## config.mk

```make
export PLATFORM = sky130hd
export DESIGN_NAME = iep_top
export DESIGN_NICKNAME = d
export VERILOG_FILES = /design/src/rtl/iep_pkg.sv /design/src/rtl/iep_pick.sv /design/src/rtl/iep_top.sv
export SDC_FILE = /design/constraint.sdc
export NUM_CORES = 1
export LEC_CHECK = 0
export CAP_MARGIN = 20
export CORE_ASPECT_RATIO = 2
export CORE_UTILIZATION = 40
export DETAILED_ROUTE_END_ITERATION = 10
export DONT_BUFFER_PORTS = 1
export PLACE_DENSITY_LB_ADDON = 0.2
export SLEW_MARGIN = 20
export SYNTH_ARGS = -nofsm -noshare
export SYNTH_HDL_FRONTEND = slang
export SYNTH_SLANG_ARGS = --single-unit
```

## constraint.sdc

```tcl
create_clock -name sys_clk -period 1.5 [get_ports sys_clk]
set_input_delay 0.225 -clock sys_clk [delete_from_list [all_inputs] [get_ports sys_clk]]
set_output_delay 0.225 -clock sys_clk [all_outputs]
set_load 0.005 [all_outputs]
```

## src/rtl/iep_pkg.sv

```systemverilog
// Shared constants and carrier types for the interrupt enable and priority block
package iep_pkg;

  // Register addresses on the special-function port
  localparam logic [7:0] ADDR_ENABLE   = 8'hA8;
  localparam logic [7:0] ADDR_PRIORITY = 8'h88;
  localparam logic [7:0] ADDR_STATUS   = 8'hE8;
  localparam logic [7:0] ADDR_MASK     = 8'hE9;

  // Source bit positions, shared by the enable and the priority register
  localparam int SRC_EXT_A    = 0;
  localparam int SRC_TIMER_A  = 1;
  localparam int SRC_EXT_B    = 2;
  localparam int SRC_TIMER_B  = 3;
  localparam int SRC_SERIAL0  = 4;
  localparam int SRC_SERIAL1  = 6;
  localparam int BIT_GLOBAL   = 7;

  // Writable bits; everything else is reserved and reads as zero
  localparam logic [7:0] ENABLE_WMASK   = 8'hDF;
  localparam logic [7:0] PRIORITY_WMASK = 8'h5F;
  localparam logic [7:0] SOURCE_MASK    = 8'h5F;
  localparam logic [7:0] STATUS_WMASK   = 8'h07;

  // Event bits of the status register
  localparam int EV_LOW_TAKEN  = 0;
  localparam int EV_HIGH_TAKEN = 1;
  localparam int EV_PREEMPT    = 2;

  // Reset values
  localparam logic [7:0] ENABLE_RESET   = 8'h00;
  localparam logic [7:0] PRIORITY_RESET = 8'h00;
  localparam logic [7:0] STATUS_RESET   = 8'h00;
  localparam logic [7:0] MASK_RESET     = 8'h00;

  typedef struct packed {
    logic       wr;
    logic       rd;
    logic [7:0] addr;
    logic [7:0] wdata;
  } iep_bus_type;

  typedef struct packed {
    logic       valid;
    logic       level;
    logic [2:0] src;
  } iep_req_type;

endpackage : iep_pkg

```

## src/rtl/iep_pick.sv

```systemverilog
// Finds the lowest set bit of a request vector
`timescale 1ns/1ps
`default_nettype none

module iep_pick (
  input  wire logic [7:0] vec,
  output logic      [2:0] idx,
  output logic            any
);

  // Downward scan so the lowest position wins, as in the classic polling order
  always_comb
  begin
    idx = 3'h0;
    any = 1'b0;
    for (int i = 7; i >= 0; i--)
    begin
      if (vec[i])
      begin
        idx = 3'(i);
        any = 1'b1;
      end
    end
  end

endmodule : iep_pick

`default_nettype wire

```

## src/rtl/iep_top.sv

```systemverilog
// Interrupt enable, priority and nesting control for the 8051-style core
//
// Contract
// Enable bit 4 gates the serial0 request toward the core.
// Enable bit 3 gates the timer_b request toward the core.
// Enable bit 2 gates the ext_b request toward the core.
// Enable bit 1 gates the timer_a request toward the core.
// Enable bit 0 gates the ext_a request toward the core.
// Priority register at 0x88, one bit per source, one means high.
// Priority bit 6 selects the serial1 level.
// Priority bits 3, 4, 2, 1 set timer_b, serial0, ext_b, timer_a levels.
// Enable bit 7 is a global enable; clear masks every source.
// Enable bit 6 gates the serial1 request toward the core.
// All bits reset to zero; reserved bits read zero, ignore writes.
// High served first, preempts low service, never same level.
`timescale 1ns/1ps
`default_nettype none

module iep_top (
  input  wire logic              sys_clk,
  input  wire logic              resetn,
  input  wire iep_pkg::iep_bus_type bus,
  output logic      [7:0]        rdata,
  input  wire logic              ext_a_pin,
  input  wire logic              ext_b_pin,
  input  wire logic              timer_a_irq,
  input  wire logic              timer_b_irq,
  input  wire logic              serial0_irq,
  input  wire logic              serial1_irq,
  output iep_pkg::iep_req_type   core_req,
  input  wire logic              core_ack,
  input  wire logic              core_reti,
  output logic                   irq_out
);

  logic [7:0]           enable_reg;
  logic [7:0]           enable_next;
  logic [7:0]           priority_reg;
  logic [7:0]           priority_next;
  logic [7:0]           status_reg;
  logic [7:0]           status_next;
  logic [7:0]           mask_reg;
  logic [7:0]           mask_next;
  logic [7:0]           rdata_reg;
  logic [7:0]           rdata_next;
  iep_pkg::iep_req_type req_reg;
  iep_pkg::iep_req_type req_next;
  logic                 hi_act_reg;
  logic                 hi_act_next;
  logic                 lo_act_reg;
  logic                 lo_act_next;
  logic                 irq_reg;
  logic [1:0]           ext_a_sync_reg;
  logic [1:0]           ext_b_sync_reg;

  // Pins from outside pass two flops before anything reads them
  always_ff @(posedge sys_clk)
  begin
    if (!resetn)
    begin
      ext_a_sync_reg <= 2'h0;
      ext_b_sync_reg <= 2'h0;
    end
    else
    begin
      ext_a_sync_reg <= {ext_a_sync_reg[0], ext_a_pin};
      ext_b_sync_reg <= {ext_b_sync_reg[0], ext_b_pin};
    end
  end

  wire [7:0] raw_req;
  assign raw_req[iep_pkg::SRC_EXT_A]   = ext_a_sync_reg[1];
  assign raw_req[iep_pkg::SRC_TIMER_A] = timer_a_irq;
  assign raw_req[iep_pkg::SRC_EXT_B]   = ext_b_sync_reg[1];
  assign raw_req[iep_pkg::SRC_TIMER_B] = timer_b_irq;
  assign raw_req[iep_pkg::SRC_SERIAL0] = serial0_irq;
  assign raw_req[5]                    = 1'b0;
  assign raw_req[iep_pkg::SRC_SERIAL1] = serial1_irq;
  assign raw_req[7]                    = 1'b0;

  // Address decode
  wire hit_enable   = (bus.addr == iep_pkg::ADDR_ENABLE);
  wire hit_priority = (bus.addr == iep_pkg::ADDR_PRIORITY);
  wire hit_status   = (bus.addr == iep_pkg::ADDR_STATUS);
  wire hit_mask     = (bus.addr == iep_pkg::ADDR_MASK);

  // reserved bits
  assign enable_next   = (bus.wr && hit_enable)
                       ? (bus.wdata & iep_pkg::ENABLE_WMASK) : enable_reg;
  assign priority_next = (bus.wr && hit_priority)
                       ? (bus.wdata & iep_pkg::PRIORITY_WMASK) : priority_reg;
  assign mask_next     = (bus.wr && hit_mask)
                       ? (bus.wdata & iep_pkg::STATUS_WMASK) : mask_reg;

  wire [7:0] read_mux = hit_enable   ? enable_reg   :
                        hit_priority ? priority_reg :
                        hit_status   ? status_reg   :
                        hit_mask     ? mask_reg     : 8'h00;
  // Unmapped reads answer zero
  assign rdata_next = bus.rd ? read_mux : 8'h00;

  // source gates
  wire [7:0] gated = raw_req & enable_reg & iep_pkg::SOURCE_MASK;
  // global gate
  wire       global_on = enable_reg[iep_pkg::BIT_GLOBAL];
  // level split
  wire [7:0] hi_pend = global_on ? (gated & priority_reg) : 8'h00;
  wire [7:0] lo_pend = global_on ? (gated & ~priority_reg) : 8'h00;

  wire [2:0] hi_idx;
  wire       hi_any;
  wire [2:0] lo_idx;
  wire       lo_any;

  iep_pick u_pick_hi (
    .vec (hi_pend),
    .idx (hi_idx),
    .any (hi_any)
  );

  iep_pick u_pick_lo (
    .vec (lo_pend),
    .idx (lo_idx),
    .any (lo_any)
  );

  // nesting: high only when no high active, low only when idle
  wire allow_hi = !hi_act_reg;
  wire allow_lo = !hi_act_reg && !lo_act_reg;
  wire take_hi  = allow_hi && hi_any;
  wire take_lo  = allow_lo && lo_any && !hi_any;

  // Request withdrawn in the ack cycle, since the nesting state lags by one
  always_comb
  begin
    req_next = '0;
    if (!core_ack)
    begin
      if (take_hi)
      begin
        req_next.valid = 1'b1;
        req_next.level = 1'b1;
        req_next.src   = hi_idx;
      end
      else if (take_lo)
      begin
        req_next.valid = 1'b1;
        req_next.level = 1'b0;
        req_next.src   = lo_idx;
      end
    end
  end

  wire ack_hi = core_ack && req_reg.valid && req_reg.level;
  wire ack_lo = core_ack && req_reg.valid && !req_reg.level;

  // in-service tracking; return unwinds the innermost level first
  assign hi_act_next = ack_hi ? 1'b1 : ((core_reti && hi_act_reg) ? 1'b0 : hi_act_reg);
  assign lo_act_next = ack_lo ? 1'b1
                     : ((core_reti && !hi_act_reg) ? 1'b0 : lo_act_reg);

  wire [7:0] events;
  assign events[iep_pkg::EV_LOW_TAKEN]  = ack_lo;
  assign events[iep_pkg::EV_HIGH_TAKEN] = ack_hi;
  assign events[iep_pkg::EV_PREEMPT]    = ack_hi && lo_act_reg;
  assign events[7:3]                    = 5'h00;

  // Set wins over a same-cycle write-one clear
  wire [7:0] w1c = (bus.wr && hit_status) ? (bus.wdata & iep_pkg::STATUS_WMASK) : 8'h00;
  assign status_next = (status_reg & ~w1c) | events;

  always_ff @(posedge sys_clk)
  begin
    if (!resetn)
    begin
      enable_reg   <= iep_pkg::ENABLE_RESET;
      priority_reg <= iep_pkg::PRIORITY_RESET;
      status_reg   <= iep_pkg::STATUS_RESET;
      mask_reg     <= iep_pkg::MASK_RESET;
      rdata_reg    <= 8'h00;
      req_reg      <= '0;
      hi_act_reg   <= 1'b0;
      lo_act_reg   <= 1'b0;
      irq_reg      <= 1'b0;
    end
    else
    begin
      enable_reg   <= enable_next;
      priority_reg <= priority_next;
      status_reg   <= status_next;
      mask_reg     <= mask_next;
      rdata_reg    <= rdata_next;
      req_reg      <= req_next;
      hi_act_reg   <= hi_act_next;
      lo_act_reg   <= lo_act_next;
      irq_reg      <= |(status_reg & mask_reg);
    end
  end

  assign rdata    = rdata_reg;
  assign core_req = req_reg;
  assign irq_out  = irq_reg;
endmodule : iep_top

`default_nettype wire

```

======== After elaboration in Yosys (flattened, before gate mapping) ========
Index checks and enable logic that the tools add are counted.
cells by class
  eq/ne operators ......................... 4
  bitwise gates (word level) .............. 10
  mux-type cells .......................... 45
  reduce and logical (&&, ||, !) cells .... 24
operators by type and width
  cell                  number
  $mux W3               18
  $eq A8 B8 Y1 const B  4
  $mux W8               4
  $mux W1               20
  $and A7 B7 Y7         2
  $logic_and A1 B1 Y1   14
  $mux W5               2
  $and A7 B8 Y8         1
  $and A8 B3 Y8         1
  $and A8 B8 Y8         1
  $not A3 Y8            1
  $not A7 Y8            1
  $or A8 B3 Y8          1
  $reduce_or A8 Y1      1
  $mux W7               1
  $logic_not A1 Y1      4
  $reduce_bool A2 Y1    2
  $reduce_or A3 Y1      1
  $not A1 Y1            2
  $reduce_and A2 Y1     1
  $reduce_or A2 Y1      1
storage, ports and cells
  flip-flop bits (word level) ............. 44
  output and inout port bits .............. 14
  bits of input ports ..................... 28
  logic and storage cells ................. 97

======== Depth between registers and ports, before layout ========
Gate-level depths: netlist of the first run.
  depth in word-level cells ............... 15
  mapped depth ............................ 5
  mapped depth without buffers ............ 4

======== Modules after synthesis ========
A second synthesis of the first run with hierarchy kept.
second synthesis, totals
  cell total of the unflattened synthesis .. 203
  area total of the unflattened synthesis .. 1780.5 µm²
by module, submodules not included
  module    cells each  times used  sequential area each (µm²)  area each (µm²)
  iep_top   177         1           760.7                       1620.3
  iep_pick  13          2           0.0                         80.1

======== Least setup slack after synthesis of the first run ========
OpenSTA, ideal clock, no wires.
  kind .................................... in2reg
  start point ............................. in bus[11] (netlist bit)
  end point ............................... reg rdata_reg[0] (netlist: rdata[0])
  path slack .............................. 0.110 ns
  required time ........................... 1.384 ns
  buffers on the path ..................... 0
  cell stages on the path ................. 4
  arrival time ............................ 1.274 ns
  cell sequence ........................... nor2b_1 > nand2_1 > or4b_4 > o211a_1
on the way
  word-level cells in the longest chain between the ends .. 5
  elaborated cells on any way between the ends .. 8
ends and longest elaborated chain
  what                  RTL line        text
  from (decl)           iep_top.sv:22   input wire iep_pkg::iep_bus_type bus,
  $eq A8 B8 Y1          iep_top.sv:85   wire hit_mask = (bus.addr == iep_pkg::ADDR_MASK);
  $mux W3               iep_top.sv:98   hit_mask ? mask_reg : 8'h00;
  $mux W8               iep_top.sv:97   hit_status ? status_reg :
  $mux W8               iep_top.sv:96   hit_priority ? priority_reg :
  $mux W8 *             iep_top.sv:95   wire [7:0] read_mux = hit_enable ? enable_reg :
  to (signal assigned)  iep_top.sv:192  rdata_reg <= rdata_next;
  to (decl)             iep_top.sv:44   logic [7:0] rdata_reg;
Every way passes the cells marked *; elsewhere a longest branch is shown, timed or not.
A chain may end at the register's enable or synchronous reset.

======== Final worst setup path of the first run ========
  start point ............................. reg enable_reg[7]
  end point ............................... reg req_reg (netlist bit core_req[1])
on the way
  word-level cells in the longest chain between the ends .. 13
  elaborated cells on any way between the ends .. 38
ends and longest elaborated chain
  what                               RTL line        text
  from (decl)                        iep_top.sv:36   logic [7:0] enable_reg;
  from (signal assigned)             iep_top.sv:176  enable_reg <= iep_pkg::ENABLE_RESET;
  from (signal assigned)             iep_top.sv:188  enable_reg <= enable_next;
  $mux W8                            iep_top.sv:108  wire [7:0] lo_pend = global_on ? (gated & ~priority_reg) : 8'h00;
  $mux W1 (8 in series)              iep_pick.sv:18  if (vec[i])
  $logic_and A1 B1 Y1 (2 in series)  iep_top.sv:131  wire take_lo = allow_lo && lo_any && !hi_any;
  $mux W5                            iep_top.sv:145  else if (take_lo)
  $mux W5 *                          iep_top.sv:139  if (take_hi)
  to (signal assigned)               iep_top.sv:193  req_reg <= req_next;
  to (decl)                          iep_top.sv:46   iep_pkg::iep_req_type req_reg;
Marked as above.

==> results.toml, run 1 <==
[floorplan]
fp.dieW_um = 47.8
fp.dieH_um = 93.6
initial_utilization_pct = 41.5
core_area_sq_mm = 0.00405
dieArea_sq_mm = 0.00447
rows = 33
num_io_pins = 42

[worst_setup_path]
cp_cell_sequence = "buf_12, nand4_1, nand2_1, or3_4, o32ai_2"
crit_type = "flip-flop to flip-flop"
crit_slowest_cell = "or3_4"
critPathLaunchType = "flip-flop"
cp-end-kind = "flip-flop"
worstPathArrival_ns = 1.66
crit_fanout = 9
cp_top_family = "simple AND/OR/NAND/NOR gates"
critPathMaxStageDelay_ns = 0.39
critPathRequiredTime_ns = 1.71
critPathBufInv = 1

[power_and_ir_drop]
intPower_mw = 1.71
power_frac_comb_pct = 2.7
power.net_switching_mw = 0.415
leakagePower_nw = 0.858
ir_worst_vdd_v = 0.000706
power.density_mw_per_mm2 = 1080
sw_frac_of_total_pct = 19.5
clockPowerShare_pct = 49.6
seqPwrFrac_pct = 47.7

[drt]
routed-via-count = 1414
drtIter0Drc = 39
drc = 0
ant_nets = 0
firstDrtPassIters = 4
wl_per_cell_um = 16.9
vias_per_cell = 5.68
wirelength_mm = 4.22

[sta]
period_needed_ns = 1.45
fin_skew_ns = 0.00328
rsz0062_at_grt = "no"
setup_viol = 0
report.final.slew_viol_count = 0
min_period_over_period_pct = 96.8
fin_tns_setup_ns = 0
fmax_mhz = 689
hold_violations = 0

[logic_synthesis]
ys_seq_area_share_pct = 45.3
synth.cell_area_sq_mm = 0.00168
syn_nets = 211
syn_avg_cell_area_sq_um = 9.17
ys.warnings.count = 0
synth_seq_cells = 38
yosysUniqueCellTypes = 41
synth_cells = 183

[grt]
grt_use_total_pct = 21.2
antenna_found_initial = 0
grt_pass1_wl_mm = 6.63
grt_max_degree = 23
grt_overflow = 0
grt_pass1_vias = 1461

[cells_and_area]
num_antenna_cells = 0
final_area_sq_mm = 0.00197
drive_above_1_share_pct = 13.2
areaGrowthSynthToFinish_pct = 17.5
fillers = 428
nNetsFinal = 224

[placed_design]
place.gp.congestion = 0.784
port-buffer-count = 0
hpwl_mm = 3.14
placed_cell_area_sq_mm = 0.00182

[clock_network]
post_cts_resized = 1
cts_root_buf = "clkbuf_8"
clkLatencyLatePin_ns = 0.29
cts-buffers-inserted = 5
cts_sinks = 38
h-tree-depth = 2
clk_path_buf_depth = 2
tritoncts = "yes"
cts_setup_buffers = 0
ctsHoldBuffers = 0
path_clk_slew_ns = 0.08

[status]
status = "finished, final reports clean"

[flow_run]
maxCapViolCount = 0

[hold_path]
hold_class = "input pin to flip-flop"
-- cell usage after synthesis --
library cell	n	area share (%)
a2bb2oi_1	3	1.6
and4b_1	1	0.60
a21bo_2	1	0.60
a21oi_1	3	0.89
o21ai_0	13	3.9
a31oi_1	1	0.37
buf_1	1	0.22
or4_1	1	0.45
o2111ai_1	1	0.52
mux2i_1	16	9.5
o32ai_1	1	0.52
nand4_1	6	2.2
and4_1	1	0.52
a222oi_1	1	0.60
a21boi_0	2	0.89
dfxtp_1	38	45
nand3_1	10	3.0
nand2b_1	1	0.37
nor3_1	1	0.30
or3_1	1	0.37
and2_1	5	1.9
clkbuf_1	4	0.89
nand4b_1	3	1.6
o21a_1	1	0.45
a311oi_1	2	1.0
nor2_1	21	4.7
nand3b_1	2	0.89
o31ai_1	1	0.45
o211a_1	3	1.8
conb_1	1	0.22
nor3b_1	2	0.89
buf_2	1	0.30
nand2_1	11	2.5
nor3b_4	1	1.1
buf_4	1	0.45
and3_1	4	1.5
nor2b_1	11	4.1
inv_1	3	0.67
or4b_4	1	0.82
a21o_1	1	0.45
nor4bb_1	1	0.60
-- cell families after synthesis --
| logic type | count (synthesis) | synth area share [%] |
|---|---|---|
| and+or+nand+nor | 84 | 28.3 |
| DFF | 38 | 45.3 |
| AOI/OAI and AO/OA | 34 | 14.0 |
| muxes | 16 | 9.54 |
| buffers and inverters | 10 | 2.53 |
| other | 1 | 0.223 |
-- worst register-to-register path, cell delays in order (launching register included) --
cell,delay [ns]
dfxtp_1,0.35
buf_12,0.15
nand4_1,0.15
nand2_1,0.09
or3_4,0.39
o32ai_2,0.24
-- layer usage --
metal	GRT usage [%]	part of all wire (%)	wire [um]
met1	19.9	36	1500
met2	38.4	59	2480
met3	5.79	3.4	143
met4	10.2	2.1	89
met5	0	0	0
-- final timing paths --
kind	end	slack, ns	cells past startpoint	startpoint
setup / recovery	core_req[1]	0.05	5	enable_reg[7]
hold / removal	status_reg[2]	0.03	1	bus[2]
setup reg to reg	core_req[1]	0.05	5	enable_reg[7]
hold reg to reg	ext_a_sync_reg[1]	0.44	1	ext_a_sync_reg[0]
-- power by group through the flow --
stage	registers [mW]	logic, mW	clock network (mW)
after global routing	1.02	0.0628	1.10
after global placement	1.04	0.0544	0
after detailed placement	1.04	0.0557	0
after floorplan	1.04	0.0576	0
after CTS	1.02	0.0560	1.07
final	1.02	0.0566	1.06
-- area by class of cell --
class	instances	area, sq um	area share (%)
well taps	52	65.1	3.30
inverters	3	11.3	0.571
clock buffers	5	68.8	3.49
clock inverters	3	68.8	3.49
flip-flops and latches	38	761	38.6
multi-input cells	135	887	45.0
repair buffers	13	110	5.58
-- through the flow --
step	std cells	power [mW]	setup slack [ns]	utilization, %	hold WS, ns
2_1_floorplan	183	1.10	0.110	-	0.331
3_3_place_gp	241	1.09	0.0562	45.0	0.341
3_5_place_dp	241	1.10	0.0270	45.0	0.344
4_1_cts	249	2.14	0.0223	48.5	0.0260
5_1_grt	249	2.18	0.000758	48.7	0.0316
6_report	249	2.13	0.0487	48.7	0.0323
-- placed cells by master (no fill, tap or decap), types with 2 or more instances in the layout --
cell,count
nand3_1,10
nor2b_1,11
a21boi_0,2
o21ai_0,12
nand4_1,6
nand2_1,11
nor2_1,21
and3_1,4
a311oi_1,2
dfxtp_1,38
a21oi_1,3
a2bb2oi_1,3
buf_4,12
o211a_1,3
mux2i_1,16
and2_1,5
clkbuf_8,5
bufinv_16,2
nand3b_1,2
nor3b_1,2
nand4b_1,3
inv_1,3
No activity file was read; power rests on OpenSTA's default activity.
==> run 2: changes to the inputs <==
--- a/config.mk
+++ b/config.mk
@@ -5,6 +5,7 @@
 export SDC_FILE = /design/constraint.sdc
 export NUM_CORES = 1
 export LEC_CHECK = 0
+export ABC_AREA = 1
 export CAP_MARGIN = 20
 export CORE_ASPECT_RATIO = 2
 export CORE_UTILIZATION = 40
==> run 2 against run 1 <==
Against the previous run:
- synthesized cell count up 37%
- clock-buffer cell count unchanged
- cell count rose by 24%
- design area shrank 2.0%
- clock power decreased by 37%
- worst hold slack worse by 0.0048 ns
- critical path depth grew 4
- die area rose by 6.5%
- register-to-register slack better by 0.15 ns
- non-clock buffer count is 8 lower
- sequential power about the same
- routed wire length increased by 1.6%
- largest cell class unchanged
==> results.toml, run 2 <==
[status]
status = "finished, final reports clean"

[drt]
wl_per_cell_um = 13.8
drc = 0
wirelength_mm = 4.29
routed-via-count = 1584
drtIter0Drc = 37
ant_nets = 0
firstDrtPassIters = 4
vias_per_cell = 5.11

[cells_and_area]
mostFrequentLayoutCells = "nand2_1 (46), dfxtp_1 (38), inv_1 (30)"
num_antenna_cells = 0
drive_above_1_share_pct = 11.7
final_common_cell = "nand2_1"
final_area_sq_mm = 0.00193
nNetsFinal = 284
areaGrowthSynthToFinish_pct = 7.90

[logic_synthesis]
synth_cells = 250
synth_top_area_cell = "dfxtp_1"
yosys-top-cells-area = "dfxtp_1 (42%), nand2_1 (9.6%), o21ai_0 (7.0%), inv_1 (6.3%), nor2_1 (5.5%)"
synth_seq_cells = 38
synth_async_sr_flop_share_pct = 0
ys.warnings.count = 0
synth_top_area_share_pct = 42.5
syn_avg_cell_area_sq_um = 7.16
synth_flop_cell = "dfxtp_1"
ys_seq_area_share_pct = 42.5
synth_edf_count = 0
syn_nets = 278
synth_common_cells = "nand2_1 (46), dfxtp_1 (38), inv_1 (30), nor2_1 (26), o21ai_0 (25)"
synth_most_common_cell = "nand2_1"
synth.cell_area_sq_mm = 0.00179
yosysUniqueCellTypes = 29

[floorplan]
fp.dieH_um = 96.6
num_io_pins = 42
fp.dieW_um = 49.3
core_area_sq_mm = 0.00434
rows = 34
initial_utilization_pct = 41.3
dieArea_sq_mm = 0.00476

[worst_setup_path]
critPathMaxStageDelay_ns = 0.31
worstPathArrival_ns = 1.49
cpMostUsedCell = "nand2_1"
rr_worst_depth = 9
cp_cell_sequence = "buf_4, nand3_1, nor2_1, nor2_1, nand2_1, nor2_2, nor2_2, nand2_1, nand2_1"
crit_type = "flip-flop to flip-flop"
crit_slowest_cell = "dfxtp_1"
crit_fanout = 10
critPathBufInv = 1
cp_top_family = "simple AND/OR/NAND/NOR gates"
r2r_slack_ns = 0.20
r2r_end = "core_req[2]"
critPathRequiredTime_ns = 1.69
reg2reg_from = "enable_reg[7]"
cp-end-kind = "flip-flop"
critPathLaunchType = "flip-flop"

[power_and_ir_drop]
power.net_switching_mw = 0.394
sw_frac_of_total_pct = 22.7
clockPowerShare_pct = 38.4
finalPower_mw = 1.74
leakagePower_nw = 0.853
seqPwrFrac_pct = 58.6
intPower_mw = 1.34
power.density_mw_per_mm2 = 899
ir_worst_vdd_v = 0.000624
power_frac_comb_pct = 3.0

[placed_design]
port-buffer-count = 0
place.gp.congestion = 0.836
placed_cell_area_sq_mm = 0.00185
hpwl_mm = 3.25

[hold_path]
hold_class = "input pin to flip-flop"
min_to = "ext_a_sync_reg[0]"
hold_depth = 2
hold_path_startpoint = "ext_a_pin"

[sta]
setup_viol = 0
report.final.slew_viol_count = 0
fin_tns_setup_ns = 0
rsz0062_at_grt = "no"
min_period_over_period_pct = 86.9
fin_worst_hold_slack_ns = 0.0276
period_needed_ns = 1.30
fin_skew_ns = 0.00574
hold_violations = 0
fmax_mhz = 767

[clock_network]
cts_setup_buffers = 0
path_clk_slew_ns = 0.07
post_cts_resized = 0
ctsHoldBuffers = 0
cts_sinks = 38
tritoncts = "yes"
h-tree-depth = 2
cts_root_buf = "clkbuf_8"
clkLatencyLatePin_ns = 0.29
clk_path_buf_depth = 2
cts-buffers-inserted = 5

[flow_run]
maxCapViolCount = 0

[grt]
grt_max_degree = 25
antenna_found_initial = 0
grt_use_total_pct = 19.8
grt_pass1_wl_mm = 7.09
grt_overflow = 0
grt_pass1_vias = 1576
==> run 2: cell types whose count changed after synthesis, moves of 7 or more <==
cell and change:
mux2i_1 -16, nor2_2 +7, nand2_1 +35, inv_1 +27
a21oi_1 +16, nor3_1 +10, o21ai_0 +12, nor2b_1 -11
nand3_1 +8
==> run 2: worst max-delay path by stage <==
stage                       start         endpoint  slack (ns)  cells past startpoint
global placement          bus[14]  priority_reg[4]        0.14                      6
global route        enable_reg[7]      core_req[2]        0.06                      9
finish              enable_reg[7]      core_req[2]        0.20                      9
floorplan           enable_reg[7]      core_req[2]        0.34                      9
detailed placement        bus[14]  priority_reg[2]        0.12                      6
CTS                 enable_reg[7]      core_req[2]        0.17                      9
==> run 2: final cells by class <==
cell class	instances	area (sq um)
clock buffers	5	68.8
clock inverters	2	10.0
fillers	473	2410
inverters	32	120
multi-input cells	174	867
flip-flops and latches	38	761
well taps	54	67.6
repair buffers	5	37.5
==> run 2: power groups by stage <==
stage / logic (mW) / registers (mW) / clock network, mW
floorplan: 0.0486 / 1.04 / 0
global placement: 0.0514 / 1.04 / 0
detailed placement: 0.0518 / 1.04 / 0
CTS: 0.0520 / 1.02 / 0.689
global route: 0.0600 / 1.02 / 0.726
finish: 0.0524 / 1.02 / 0.667
==> run 2: worst reg2reg max path, cell delays in order (launching register included) <==
cell	delay, ns
dfxtp_1	0.31
buf_4	0.17
nand3_1	0.09
nor2_1	0.04
nor2_1	0.19
nand2_1	0.09
nor2_2	0.12
nor2_2	0.07
nand2_1	0.07
nand2_1	0.05
==> run 2: cells by family (layout without fill, tap and decap cells) <==
logic type / count (synthesis) / in the layout / synth area share [%]
other cells: 1 / 1 / 0.209
compound gates: 47 / 47 / 13.9
simple gates: 126 / 126 / 34.3
buf+inv: 38 / 44 / 9.08
flops: 38 / 38 / 42.5
==> run 2: stage by stage <==
stage	utilization [%]	setup WS [ns]	std cells
after floorplan	-	0.340	250
after global placement	42.7	0.144	303
after detailed placement	42.7	0.119	303
after CTS	44.5	0.174	310
after global routing	44.5	0.0619	310
final	44.5	0.196	310
==> run 2: layer usage <==
| layer | track usage (%) | up-vias | wire length (um) |
|---|---|---|---|
| met2 | 36.8 | 38 | 2340 |
| met3 | 5.19 | 9 | 228 |
| met5 | 0 | - | 0 |
| li1 | - | 825 | - |
| met4 | 9.95 | 0 | 107 |
| met1 | 19.0 | 712 | 1610 |
==> run 3: changes to the inputs <==
--- a/config.mk
+++ b/config.mk
@@ -6,11 +6,11 @@
 export NUM_CORES = 1
 export LEC_CHECK = 0
 export ABC_AREA = 1
+export BUFFER_PORTS_ARGS = -buffer_cell sky130_fd_sc_hd__buf_4
 export CAP_MARGIN = 20
 export CORE_ASPECT_RATIO = 2
 export CORE_UTILIZATION = 40
 export DETAILED_ROUTE_END_ITERATION = 10
-export DONT_BUFFER_PORTS = 1
 export PLACE_DENSITY_LB_ADDON = 0.2
 export SLEW_MARGIN = 20
 export SYNTH_ARGS = -nofsm -noshare
==> constraint.sdc (replaced) <==
create_clock -name sys_clk -period 1.2 [get_ports sys_clk]
set_input_delay 0.18 -clock sys_clk [delete_from_list [all_inputs] [get_ports sys_clk]]
set_output_delay 0.18 -clock sys_clk [all_outputs]
set_load 0.005 [all_outputs]
==> run 3 against run 2 <==
Against the previous run:
- critical path type unchanged
- worst hold slack better by 0.038 ns
- design area increased by 24%
- largest power group unchanged
- sequential power is 25% higher
- clock skew up 0.0017 ns
- critical path depth unchanged
- sequential share of layout area down 7.5 points
- global-route usage increased by 1.7 points
- highest routed layer unchanged
- the flow now finishes with violations (negative setup slack)
- non-clock buffer count up 55
==> results.toml, run 3 (same netlist as run 2, synthesis figures left out) <==
[grt]
grtUsageMet2_pct = 39.4
use_met1_pct = 22.2
grt_pass1_vias = 1759
antenna_found_initial = 0
grt_pass1_wl_mm = 7.75
grt_use_total_pct = 21.5
busiest_layer = "met2"
use_met3_pct = 4.87
grt_overflow = 0
grt_max_degree = 17

[cells_and_area]
mostFrequentLayoutCells = "buf_4 (58), nand2_1 (44), dfxtp_1 (36)"
num_antenna_cells = 0
nNetsFinal = 339
drive_above_1_share_pct = 30.4
final_area_sq_mm = 0.00240
areaGrowthSynthToFinish_pct = 33.9
postLayoutCoreUtil_pct = 55.2
final_common_cell = "buf_4"

[worst_setup_path]
crit_fanout = 3
critPathMaxStageDelay_ns = 0.34
r2r_slack_ns = -0.07
cp_top_family = "simple AND/OR/NAND/NOR gates"
cp_num_cells = 9
crit_end = "core_req[0]"
startpoint = "enable_reg[7]"
critPathLaunchType = "flip-flop"
cp-end-kind = "flip-flop"
crit_type = "flip-flop to flip-flop"
critPathRequiredTime_ns = 1.39
worstPathArrival_ns = 1.46
critPathBufInv = 2
crit_slowest_cell = "dfxtp_2"
cp_cell_sequence = "buf_6, nand4_1, inv_1, nor2_2, nand2_1, nor2_2, nor2_2, nand2_1, nand2_1"
r2r_end = "core_req[0]"
reg2reg_from = "enable_reg[7]"
rr_worst_depth = 9

[floorplan]
initial_utilization_pct = 41.3
fp.dieH_um = 96.6
dieArea_sq_mm = 0.00476
rows = 34
core_area_sq_mm = 0.00434
num_io_pins = 42
fp.dieW_um = 49.3

[clock_network]
clkLatencyLatePin_ns = 0.30
tritoncts = "yes"
cts_root_buf = "clkbuf_8"
h-tree-depth = 2
path_clk_slew_ns = 0.07
cts-buffers-inserted = 5
cts_sinks = 38
clk_path_buf_depth = 2

[sta]
fin_worst_hold_slack_ns = 0.0653
period_needed_ns = 1.27
fin_skew_ns = 0.00746
setup_viol = 5
fin_ws_ns = -0.0689
hold_violations = 0
rsz0062_at_grt = "yes"
fmax_mhz = 788
min_period_over_period_pct = 106
report.final.slew_viol_count = 0

[power_and_ir_drop]
ir_worst_vdd_v = 0.000764
leakagePower_nw = 1.14
power.density_mw_per_mm2 = 983

[placed_design]
place.gp.congestion = 0.850
placed_cell_area_sq_mm = 0.00224
hpwl_mm = 3.41
place_ws_ns = -0.0859
port-buffer-count = 39

[drt]
wirelength_mm = 4.67
routed-via-count = 1834
vias_per_cell = 5.01
ant_nets = 0
drtIter0Drc = 56
wl_per_cell_um = 12.8
drc = 0
firstDrtPassIters = 5

[status]
violations = "negative setup slack"
status = "finished, violations left"

[hold_path]
hold_class = "input pin to flip-flop"
hold_path_startpoint = "ext_a_pin"

[flow_run]
maxCapViolCount = 0
run 3: cell count changes in the layout (fill, tap and decap cells not counted), sizes merged:
cell,change
clkbuf,+2
clkinv,-1
buf,+55
run 3: final cells by class:
cell class | instances | area (sq um)
inverters | 32 | 120
multi-input cells | 174 | 897
clock inverters | 1 | 5.00
flip-flops and latches | 38 | 763
clock buffers | 7 | 86.3
fillers | 474 | 1940
well taps | 54 | 67.6
repair buffers | 60 | 458
run 3: power by group:
part           switching, mW  internal, mW
Clock                  0.449         0.463
Combinational         0.0893        0.0833
Sequential           0.00451          1.27
Total                  0.543          1.81
run 3: through the flow:
step	std cells	setup TNS (ns)	power (mW)
floorplan	250	0	1.36
detailed placement	354	-0.648	1.47
finish	366	-0.240	2.36
global route	366	-0.653	2.44
global placement	354	-0.258	1.47
CTS	365	-0.172	2.37
run 3: metal layers:
layer	vias up	share of wire, %
met1	851	38
met4	0	2.1
li1	933	-
met5	-	0
met3	8	3.3
met2	42	57
run 3: worst min-delay path by stage:
stage,to,slack [ns],cells past startpoint
after floorplan,ext_a_sync_reg[0],0.28,2
after global placement,ext_a_sync_reg[0],0.36,3
after detailed placement,ext_a_sync_reg[0],0.37,3
after CTS,ext_a_sync_reg[0],0.07,3
after global routing,ext_b_sync_reg[0],0.07,3
final,ext_a_sync_reg[0],0.07,3
run 3: worst register-to-register path: stages (launching register included):
cell and delay [ns]:
dfxtp_2 0.34, buf_6 0.12, nand4_1 0.13, inv_1 0.08, nor2_2 0.12, nand2_1 0.08
nor2_2 0.13, nor2_2 0.06, nand2_1 0.05, nand2_1 0.05
run 3: timing repair:
item | CTS | global route
hold buffers | 0 | 0
setup endpoints to repair | 5 | 5
gates resized for setup | 10 | 5
pin swaps | 5 | 5
cloned | 1 | 0
setup buffers | 2 | 1
